File: config.mk
export PLATFORM = sky130hd
export DESIGN_NAME = timed_output_scheduler
export DESIGN_NICKNAME = d
export VERILOG_FILES = /design/src/timed_output_pkg.sv /design/src/entry_fifo.sv /design/src/timed_output_scheduler.sv /design/src/us_ticker.sv
export SDC_FILE = /design/constraint.sdc
export NUM_CORES = 1
export LEC_CHECK = 0
export BUFFER_PORTS_ARGS = -buffer_cell sky130_fd_sc_hd__buf_2
export CORE_UTILIZATION = 55
export CTS_CLUSTER_DIAMETER = 200
export DETAILED_ROUTE_END_ITERATION = 8
export PLACE_DENSITY = 0.72
export SYNTH_ARGS = -nofsm -noshare
export SYNTH_HDL_FRONTEND = slang
export SYNTH_SLANG_ARGS = --single-unit
File: constraint.sdc
create_clock -name ref_clk -period 5.28 [get_ports ref_clk]
set_clock_uncertainty 0.15 [all_clocks]
set_input_delay 0.264 -clock ref_clk [delete_from_list [all_inputs] [get_ports ref_clk]]
set_output_delay 0.264 -clock ref_clk [all_outputs]
set_load 0.01 [all_outputs]
File: src/timed_output_pkg.sv
package timed_output_pkg;

    // ------------------------------------------------------------
    // Clocking and timing
    // ------------------------------------------------------------
    localparam int CLK_FREQ_MHZ   = 250;
    localparam int TICK_PERIOD_US = 1;
    localparam int TICK_CYCLES    = CLK_FREQ_MHZ * TICK_PERIOD_US;
    localparam int TICKER_W       = 16;

    // ------------------------------------------------------------
    // Output image geometry
    // ------------------------------------------------------------
    localparam int IMAGE_ENTRIES  = 5;
    localparam int ENTRY_BYTES    = 4;
    localparam int FIFO_DEPTH     = 32;
    localparam int NUM_CHANNELS   = 4;
    localparam int PATTERN_MSB    = 7;

    // ------------------------------------------------------------
    // Register byte offsets
    // ------------------------------------------------------------
    localparam logic [7:0] OFS_IMAGE_FIRST = 8'h00;
    localparam logic [7:0] OFS_IMAGE_LAST  = 8'h10;
    localparam logic [7:0] OFS_STATUS      = 8'h20;
    localparam logic [7:0] OFS_TICKER      = 8'h24;
    localparam logic [7:0] OFS_IRQ_STATUS  = 8'h28;
    localparam logic [7:0] OFS_IRQ_MASK    = 8'h2C;

    // ------------------------------------------------------------
    // Status byte layout and reset values
    // ------------------------------------------------------------
    localparam logic [7:0] LAST_REF_RST    = 8'h00;
    localparam logic [1:0] NEXT_REF_TOP    = 2'b11;
    localparam int         NEXT_REF_LOW_W  = 6;
    localparam int         QS_EMPTY_BIT    = 0;
    localparam int         QS_FULL_BIT     = 1;
    localparam int         QS_OVF_BIT      = 2;

    // Interrupt bits
    localparam int         IRQ_W           = 3;
    localparam int         IRQ_FIRED_BIT   = 0;
    localparam int         IRQ_OVF_BIT     = 1;
    localparam int         IRQ_EMPTY_BIT   = 2;
    localparam logic [IRQ_W-1:0] IRQ_MASK_RST = 3'h0;

    // ------------------------------------------------------------
    // Scheduled entry
    // ------------------------------------------------------------
    typedef struct packed {
        logic [15:0] entry_time_us;
        logic [7:0]  entry_ref_number;
        logic [7:0]  pattern;
    } timed_output_entry_s;

    localparam int ENTRY_W = $bits(timed_output_entry_s);

endpackage : timed_output_pkg

File: src/entry_fifo.sv
`timescale 1ns/1ps
`default_nettype none
module entry_fifo
    import timed_output_pkg::*;
#(
    parameter int W     = ENTRY_W,
    parameter int DEPTH = FIFO_DEPTH
) (
    // Clock and reset
    input  wire logic                 ref_clk,
    input  wire logic                 srst,
    // Fill side
    input  wire logic                 push,
    input  wire logic [W-1:0]         push_data,
    // Drain side
    input  wire logic                 pop,
    output logic [W-1:0]              head,
    // State
    output logic [$clog2(DEPTH):0]    level,
    output logic                      empty,
    output logic                      full
);

    localparam int AW = $clog2(DEPTH);

    logic [W-1:0]  mem_ff [DEPTH];
    logic [AW-1:0] wr_ff;
    logic [AW-1:0] rd_ff;
    logic [AW:0]   level_ff;
    logic          do_push;
    logic          do_pop;

    assign do_push = push && (level_ff != (AW+1)'(DEPTH));
    assign do_pop  = pop && (level_ff != '0);

    // Storage kept in written order
    always_ff @(posedge ref_clk) begin
        if (do_push) begin
            mem_ff[wr_ff] <= push_data;
        end
    end

    always_ff @(posedge ref_clk) begin
        if (srst) begin
            wr_ff    <= '0;
            rd_ff    <= '0;
            level_ff <= '0;
        end else begin
            if (do_push) begin
                wr_ff <= wr_ff + 1'b1;
            end
            if (do_pop) begin
                rd_ff <= rd_ff + 1'b1;
            end
            level_ff <= level_ff + (AW+1)'(do_push) - (AW+1)'(do_pop);
        end
    end

    // Vacated slots present as zero at the head
    assign head  = (level_ff == '0) ? '0 : mem_ff[rd_ff];
    assign level = level_ff;
    assign empty = (level_ff == '0);
    assign full  = (level_ff == (AW+1)'(DEPTH));

endmodule : entry_fifo
`default_nettype wire

File: src/timed_output_scheduler.sv
// Behaviour
// - Written image entries go straight into the queue in written order.
// - The image holds five four-byte entries: pattern, reference, time.
// - Channel 0 takes pattern bit 7 down to channel 3 from bit 4.
// - At its time an entry's pattern drives the outputs until the next one.
// - Entries run one at a time from the queue head and leave once issued.
// - Status reports last and next reference, queue state and count.
// - Next reference carries the low six bits of the queue head entry's number with top two bits set.
`timescale 1ns/1ps
`default_nettype none
module timed_output_scheduler
    import timed_output_pkg::*;
#(
    parameter int DEPTH       = FIFO_DEPTH,
    parameter int TICK_DIV    = TICK_CYCLES
) (
    // Clock and reset
    input  wire logic              ref_clk,
    input  wire logic              srst,
    // Avalon-MM slave
    input  wire logic [7:0]        address,
    input  wire logic              read,
    input  wire logic              write,
    input  wire logic [31:0]       writedata,
    input  wire logic [3:0]        byteenable,
    output logic [31:0]            readdata,
    output logic                   waitrequest,
    // Outputs
    output logic [NUM_CHANNELS-1:0] output_channel,
    // Interrupt
    output logic                   irq
);

    // ------------------------------------------------------------
    // Declarations
    // ------------------------------------------------------------
    localparam int LW = $clog2(DEPTH) + 1;

    // Bus side
    logic                     ack_ff;
    logic [31:0]              readdata_ff;
    logic [31:0]              nxt_readdata;
    logic                     wr_take;
    logic                     rd_take;
    logic                     sel_image;
    logic [31:0]              lane_data;
    logic                     push_req;
    logic                     push_drop;
    logic                     status_rd;
    logic                     irq_status_rd;
    logic                     mask_wr;

    // Ticker and queue
    logic [TICKER_W-1:0]      us_count;
    logic                     us_new;

    timed_output_entry_s      push_entry;
    timed_output_entry_s      head_entry;
    logic [ENTRY_W-1:0]       head_raw;
    logic [LW-1:0]            fifo_level;
    logic                     fifo_empty;
    logic                     fifo_full;
    logic                     fire;
    logic                     head_due;
    logic [NUM_CHANNELS-1:0]  head_channels;

    // Status
    logic [NUM_CHANNELS-1:0]  output_channel_ff;
    logic [7:0]               last_ref_status_ff;
    logic                     overflow_ff;
    logic [7:0]               next_ref_status;
    logic [7:0]               queue_state_byte;
    logic [7:0]               pending_entry_count;
    logic [31:0]              input_process_image;

    // Interrupts
    logic [IRQ_W-1:0]         irq_status_ff;
    logic [IRQ_W-1:0]         irq_mask_ff;
    logic [IRQ_W-1:0]         irq_events;
    logic [IRQ_W-1:0]         irq_reported;
    logic                     empty_d_ff;
    logic                     drained;

    // ------------------------------------------------------------
    // Bus handshake
    // ------------------------------------------------------------
    // One wait state: data is fetched at the first edge, the master
    // samples waitrequest low at the second, and side effects happen
    // only there so a held request never acts twice.
    assign waitrequest = (read || write) && !ack_ff;
    assign wr_take     = write && ack_ff;
    assign rd_take     = read && ack_ff && !write;

    always_ff @(posedge ref_clk) begin
        if (srst) begin
            ack_ff <= 1'b0;
        end else begin
            ack_ff <= (read || write) && !ack_ff;
        end
    end

    // Five word slots; address bits [1:0] are ignored
    assign sel_image = (address[7:2] >= OFS_IMAGE_FIRST[7:2])
                    && (address[7:2] <= OFS_IMAGE_LAST[7:2]);

    // Unwritten byte lanes enter the entry as zero
    always_comb begin
        lane_data = '0;
        for (int b = 0; b < ENTRY_BYTES; b++) begin
            if (byteenable[b]) begin
                lane_data[b*8 +: 8] = writedata[b*8 +: 8];
            end
        end
    end

    assign push_entry = timed_output_entry_s'(lane_data);

    // ------------------------------------------------------------
    // Access decode
    // ------------------------------------------------------------
    // Strobes are live only in the answering cycle, so a request held
    // through its wait state acts exactly once.
    assign push_req      = wr_take && sel_image;
    assign push_drop     = push_req && fifo_full;
    assign status_rd     = rd_take && (address[7:2] == OFS_STATUS[7:2]);
    assign irq_status_rd = rd_take && (address[7:2] == OFS_IRQ_STATUS[7:2]);
    assign mask_wr       = wr_take && (address[7:2] == OFS_IRQ_MASK[7:2])
                        && byteenable[0];

    // ------------------------------------------------------------
    // Ticker and queue
    // ------------------------------------------------------------
    // A slower tick only stretches the microsecond; the wrap scales too
    us_ticker #(
        .DIV       (TICK_DIV),
        .W         (TICKER_W)
    ) u_ticker (
        .ref_clk   (ref_clk),
        .srst      (srst),
        .count     (us_count),
        .new_value (us_new)
    );

    entry_fifo #(
        .W         (ENTRY_W),
        .DEPTH     (DEPTH)
    ) u_fifo (
        .ref_clk   (ref_clk),
        .srst      (srst),
        .push      (push_req),
        .push_data (push_entry),
        .pop       (fire),
        .head      (head_raw),
        .level     (fifo_level),
        .empty     (fifo_empty),
        .full      (fifo_full)
    );

    assign head_entry = timed_output_entry_s'(head_raw);

    // Compare only on the cycle the ticker moves, so one entry fires
    // per microsecond and an entry already behind the count waits for
    // the wrap instead of firing at once.
    assign head_due = !fifo_empty
                   && (us_count == head_entry.entry_time_us);
    assign fire     = us_new && head_due;

    // ------------------------------------------------------------
    // Outputs
    // ------------------------------------------------------------
    // Channel 0 sits in the top pattern bit, so the nibble is reversed
    always_comb begin
        head_channels = '0;
        for (int c = 0; c < NUM_CHANNELS; c++) begin
            head_channels[c] = head_entry.pattern[PATTERN_MSB-c];
        end
    end

    // Channels hold between entries; reset drives them all low
    always_ff @(posedge ref_clk) begin
        if (srst) begin
            output_channel_ff <= '0;
        end else if (fire) begin
            output_channel_ff <= head_channels;
        end
    end

    assign output_channel = output_channel_ff;

    // ------------------------------------------------------------
    // Input image status
    // ------------------------------------------------------------
    // Last reference keeps its value when the queue runs dry
    always_ff @(posedge ref_clk) begin
        if (srst) begin
            last_ref_status_ff <= LAST_REF_RST;
        end else if (fire) begin
            last_ref_status_ff <= head_entry.entry_ref_number;
        end
    end

    // Overflow stays until the status word is read
    always_ff @(posedge ref_clk) begin
        if (srst) begin
            overflow_ff <= 1'b0;
        end else if (push_drop) begin
            overflow_ff <= 1'b1;
        end else if (status_rd) begin
            overflow_ff <= 1'b0;
        end
    end

    // Two flag bits leave room for six reference bits; higher ones alias
    assign next_ref_status = {NEXT_REF_TOP,
        head_entry.entry_ref_number[NEXT_REF_LOW_W-1:0]};

    // Overflow marks a dropped entry, not a late one
    always_comb begin
        queue_state_byte               = '0;
        queue_state_byte[QS_EMPTY_BIT] = fifo_empty;
        queue_state_byte[QS_FULL_BIT]  = fifo_full;
        queue_state_byte[QS_OVF_BIT]   = overflow_ff;
    end

    assign pending_entry_count = 8'(fifo_level);
    // Low to high: last reference, next reference, queue state, count
    assign input_process_image = {pending_entry_count, queue_state_byte,
                                  next_ref_status, last_ref_status_ff};

    // ------------------------------------------------------------
    // Interrupts
    // ------------------------------------------------------------
    // Starts as empty so reset itself raises no drained event
    always_ff @(posedge ref_clk) begin
        if (srst) begin
            empty_d_ff <= 1'b1;
        end else begin
            empty_d_ff <= fifo_empty;
        end
    end

    assign drained = fifo_empty && !empty_d_ff;

    always_comb begin
        irq_events                = '0;
        irq_events[IRQ_FIRED_BIT] = fire;
        irq_events[IRQ_OVF_BIT]   = push_drop;
        irq_events[IRQ_EMPTY_BIT] = drained;
    end

    // A read clears only the bits it fetched: an event landing on the
    // fetch edge is missing from the data and must outlive the clear.
    assign irq_reported = irq_status_rd ? readdata_ff[IRQ_W-1:0] : '0;

    always_ff @(posedge ref_clk) begin
        if (srst) begin
            irq_status_ff <= '0;
        end else begin
            irq_status_ff <= (irq_status_ff & ~irq_reported) | irq_events;
        end
    end

    // A new mask acts from the next cycle; pending bits are kept
    always_ff @(posedge ref_clk) begin
        if (srst) begin
            irq_mask_ff <= IRQ_MASK_RST;
        end else if (mask_wr) begin
            irq_mask_ff <= writedata[IRQ_W-1:0];
        end
    end

    assign irq = |(irq_status_ff & irq_mask_ff);

    // ------------------------------------------------------------
    // Read data
    // ------------------------------------------------------------
    always_comb begin
        nxt_readdata = '0;
        case (address[7:2])
            OFS_STATUS[7:2]:     nxt_readdata = input_process_image;
            OFS_TICKER[7:2]:     nxt_readdata[TICKER_W-1:0] = us_count;
            OFS_IRQ_STATUS[7:2]: nxt_readdata[IRQ_W-1:0] = irq_status_ff;
            OFS_IRQ_MASK[7:2]:   nxt_readdata[IRQ_W-1:0] = irq_mask_ff;
            default:             nxt_readdata = '0;
        endcase
    end

    // Fetched in the wait state and held until the next read, so the
    // value stands through the answer cycle and after it
    always_ff @(posedge ref_clk) begin
        if (srst) begin
            readdata_ff <= '0;
        end else if (read && !ack_ff) begin
            readdata_ff <= nxt_readdata;
        end
    end

    assign readdata = readdata_ff;

endmodule : timed_output_scheduler
`default_nettype wire

File: src/us_ticker.sv
`timescale 1ns/1ps
`default_nettype none
module us_ticker
    import timed_output_pkg::*;
#(
    parameter int DIV = TICK_CYCLES,
    parameter int W   = TICKER_W
) (
    // Clock and reset
    input  wire logic         ref_clk,
    input  wire logic         srst,
    // Ticker
    output logic [W-1:0]      count,
    output logic              new_value
);

    logic [$clog2(DIV)-1:0] div_ff;
    logic [W-1:0]           count_ff;
    logic                   new_ff;

    // Prescaler: one enable per microsecond
    always_ff @(posedge ref_clk) begin
        if (srst || div_ff == ($clog2(DIV))'(DIV - 1)) begin
            div_ff <= '0;
        end else begin
            div_ff <= div_ff + 1'b1;
        end
    end

    // Free running, wraps to zero at the top
    always_ff @(posedge ref_clk) begin
        if (srst) begin
            count_ff <= '0;
            new_ff   <= 1'b0;
        end else begin
            new_ff <= (div_ff == ($clog2(DIV))'(DIV - 1));
            if (div_ff == ($clog2(DIV))'(DIV - 1)) begin
                count_ff <= count_ff + 1'b1;
            end
        end
    end

    assign count     = count_ff;
    assign new_value = new_ff;

endmodule : us_ticker
`default_nettype wire
==> results.md <==
* Status: complete, no violations
* Post-CTS Repair Setup Buffers at 0
* Final core utilization at a little over three fifths
* Startpoint Class: flip-flop
* Yosys warning count at 0
* Mapped Cells at 1,995
* Post-route design area at 44,400 um2
* First-pass GRT wire length at 140 mm
* Complex-gate fraction of the synthesized area at approximately 2.6%
* Vias at 20,500
* CP arrival at 5250 ps
* Initial DRC count at about 2,600
* Gr usage total at 27.5%
* Final Hold Vio Count at 0
* Die Y at 269 um
* I/O Pins at 86
* Placeable Area at 70,300 um2
* Initial antenna violation count at 3
* Critical path type: flip-flop to flip-flop
* Floorplan row count at 97
* Worst setup path end: u_fifo.level[4]
* Skew-Pair Late Insertion Delay at 670 ps
* Sequential element share of the synthesized area at roughly 73%
* Max cap viols at 0
* Fillers at 4,700
* Placed wire-length estimate at roughly 58 mm
* Die Wd at around 270 um
* Placer Congestion at 0.907
* Max transition margin at 14.5%
* Share of layout cells above drive strength 1 at about a quarter
* CTS max path bufs at 3
* Main synth FF type: edfxtp_1
* CTS tree: built
* Slew @ Worst Pin at 1270 ps
* Mux share of post-synthesis cell area at 16.0%
* Number of clock sinks at roughly 990
* Clock root buffer master: clkbuf_16
* Routed length per instance at 30.3 um
* Final WL at 96.9 mm
* Initial Utilization at roughly 56%
* Depth of the most critical reg-to-reg path at 20
* Combinational family with the most area after synthesis: multiplexers
* CP Data Required Time at between 5000 and 6000 ps
* Syn avg cell area at 19.7 um2
* GRT overflow at 0
* Number of library cell types mapped by synthesis at just over 80
* Number of synthesized flops with an enable pin at 896
* H-tree levels at 3
* Number of synthesized register bits at roughly 990
* Clock transition at path regs at 60 ps
* Min Tclk post-route at 4890 ps
* Post-Syn Area at 39,200 um2
* Final hold slack at 51.0 ps
* Pwr dens at about 350 nW/um2
* Leakage Power at 13.3 nW
* CTS Buf Count at between 90 and 100
* Post-synthesis async set-or-reset flop share at 0%
* DRC viols at 0
* Total Die Area at 72,400 um2
* Worst R2R Setup Slack at 390 ps
* Area after DPL at roughly 41,000 um2
* Vias in the first global route at 20,600
* Antenna Nets Post-Route at 0
* Post-Synth XOR/XNOR Area at 0.667%
* Tcrit/Tclk final at a little over 90%
* Pins over their slew limit at 0
* Largest net degree at the start of global routing at 95
* Avg Vias per Cell at about 6.4
* F_max at 0.204 GHz
* Synth Area in Simple Gates at under 10%
* Final setup fails at 0
* Detailed Routing Iterations Pass 1 at 6
* Port Buffer Count at 75
* Final setup TNS at 0 ps
* Crit-path max FO at 25
* Area grow syn2layout at 13.1%
* HP Class: input pin to flip-flop
* Diodes inserted at 0
* Fin nets at 2,246
* Worst Setup End Kind: flip-flop
* Max VDD drop at 0.000314 V
* RR Endpoint: u_fifo.level[4]
* RSZ-0062 raised after global routing: false
* Adder-Cell Fraction of Synth Area at 0.593%
[worst max-delay path, stage by stage, from the launching register on]
cell and delay, ps:
dfxtp_4 670, mux4_2 570, o21ai_0 170, nor2_1 80, nor4_2 670, xnor2_1 130
nor4_1 350, nand3_1 110, nor4_1 310, buf_4 180, ha_1 220, inv_1 60
ha_1 150, inv_1 60, fa_1 400, inv_1 60, a21oi_1 60, nor2_1 90
nor2_1 60, xor2_1 120, nor2_1 50
[final cells by class]
type	instances	area (um2)	share of cell area (%)
Sequential cell	988	28800	64.8
Multi-Input combinational cell	878	9930	22.4
Clock buffer	128	2610	5.87
Timing Repair Buffer	188	1300	2.94
Tap cell	940	1180	2.65
Clock inverter	56	504	1.14
Inverter	25	93.8	0.211
[cells in the final DEF (no fill, tap or decap), drive strengths merged, types with 4 or more instances in the layout]
cell,instances
o211ai,5
nand3,20
mux2,22
nand2,62
nor2b,15
a211oi,11
mux4,233
or3,10
mux2i,63
clkinv,39
inv,29
a22oi,22
or3b,4
nor4,9
and2,37
xor2,17
nor2,133
ha,17
o21ai,20
dlygate4sd3,11
dfxtp,92
o221ai,11
clkbuf,128
clkinvlp,7
nand4,12
xnor2,12
conb,7
nor3,19
edfxtp,896
a222oi,12
and2b,7
a21oi,21
a221oi,6
o22ai,5
nand3b,6
and3,9
bufinv,6
nand2b,12
buf,177
[how the worst min path moves through the flow]
stage | from | endpoint | slack, ps | cells past startpoint
finish | address[4] | readdata[1] | 50 | 5
global route | address[4] | readdata[1] | 80 | 5
CTS | address[4] | readdata[1] | 20 | 5
detailed placement | output_channel[0] | output_channel[0] | 310 | 2
global placement | u_ticker.div_ff[0] | u_ticker.div_ff[0] | 290 | 1
floorplan | writedata[0] | irq_mask_ff[0] | 260 | 2
[per-stage QoR]
| step | worst slack (ps) | std cells | power, mW |
|---|---|---|---|
| 6_report | 388 | 3203 | 15.5 |
| 5_1_grt | 97.9 | 3203 | 15.8 |
| 4_1_cts | 403 | 3203 | 15.5 |
| 3_5_place_dp | 432 | 3008 | 8.88 |
| 3_3_place_gp | 372 | 3008 | 8.87 |
| 2_1_floorplan | 1290 | 2001 | 8.80 |
[metal layers]
layer / wire length, um / global-route usage [%] / vias up
met5: 15 / 0 / -
met4: 4090 / 11.4 / 2
met3: 8360 / 5.33 / 218
met2: 48100 / 45.1 / 1116
met1: 36300 / 36.3 / 10600
li1: - / - / 8514
[sequential cells by signal, summed over array words and instances (netlist names), 4 cells and up, named ones only]
signal              flops
u_fifo.mem_ff         896
readdata               25
u_ticker.count         16
last_ref_status_ff      8
u_ticker.div_ff         8
u_fifo.level            6
u_fifo.rd_ff            5
u_fifo.wr_ff            5
output_channel          4
[cell families after synthesis]
family | after synthesis
DFF | 988
and+or+nand+nor | 369
muxes | 318
AOI/OAI and AO/OA | 137
buffers and inverters | 135
xor gates and xnor gates | 29
adders and majority gates | 18
other | 1
[cell usage after synthesis (8+ instances only)]
cell type    n  area (um2)
and3_1       9        56.3
a22oi_1     21         158
clkbuf_1    34         128
nor3_1      19        95.1
o221ai_1    11        96.3
mux2i_1     62         621
a211oi_1     8        60.1
buf_1       10        37.5
nor2_1     133         499
nand4_1     11        68.8
mux4_1      28         736
o21ai_0     17        85.1
buf_4       28         210
nand2_1     62         233
a21oi_1     21         105
a222oi_1    12         120
edfxtp_1   896       26900
ha_1        17         213
xnor2_1     12         105
mux4_2     205        4620
buf_2       17        85.1
nor4_1       8        50.1
nand2b_1    12        75.1
or3_1       10        62.6
inv_1       24        90.1
nand3_1     20         100
mux2_2      11         124
xor2_1      16         140
and2_1      37         231
dfxtp_1     92        1840
nor2b_1     15        93.8
buf_6       16         180
mux2_4      11         165
[power breakdown]
| group | total (mW) | internal, mW | leakage [nW] | switching, mW |
|---|---|---|---|---|
| logic | 0.193 | 0.0374 | 3.71 | 0.155 |
| registers | 8.53 | 8.52 | 8.06 | 0.00419 |
| clock network | 6.76 | 3.80 | 1.50 | 2.95 |
| total | 15.5 | 12.4 | 13.3 | 3.11 |
[what timing repair did]
action	CTS	global route
endpoints found under the hold margin	11	0
hold buffers	11	0
resized for setup	0	0
No activity file was read; power rests on OpenSTA's default activity.
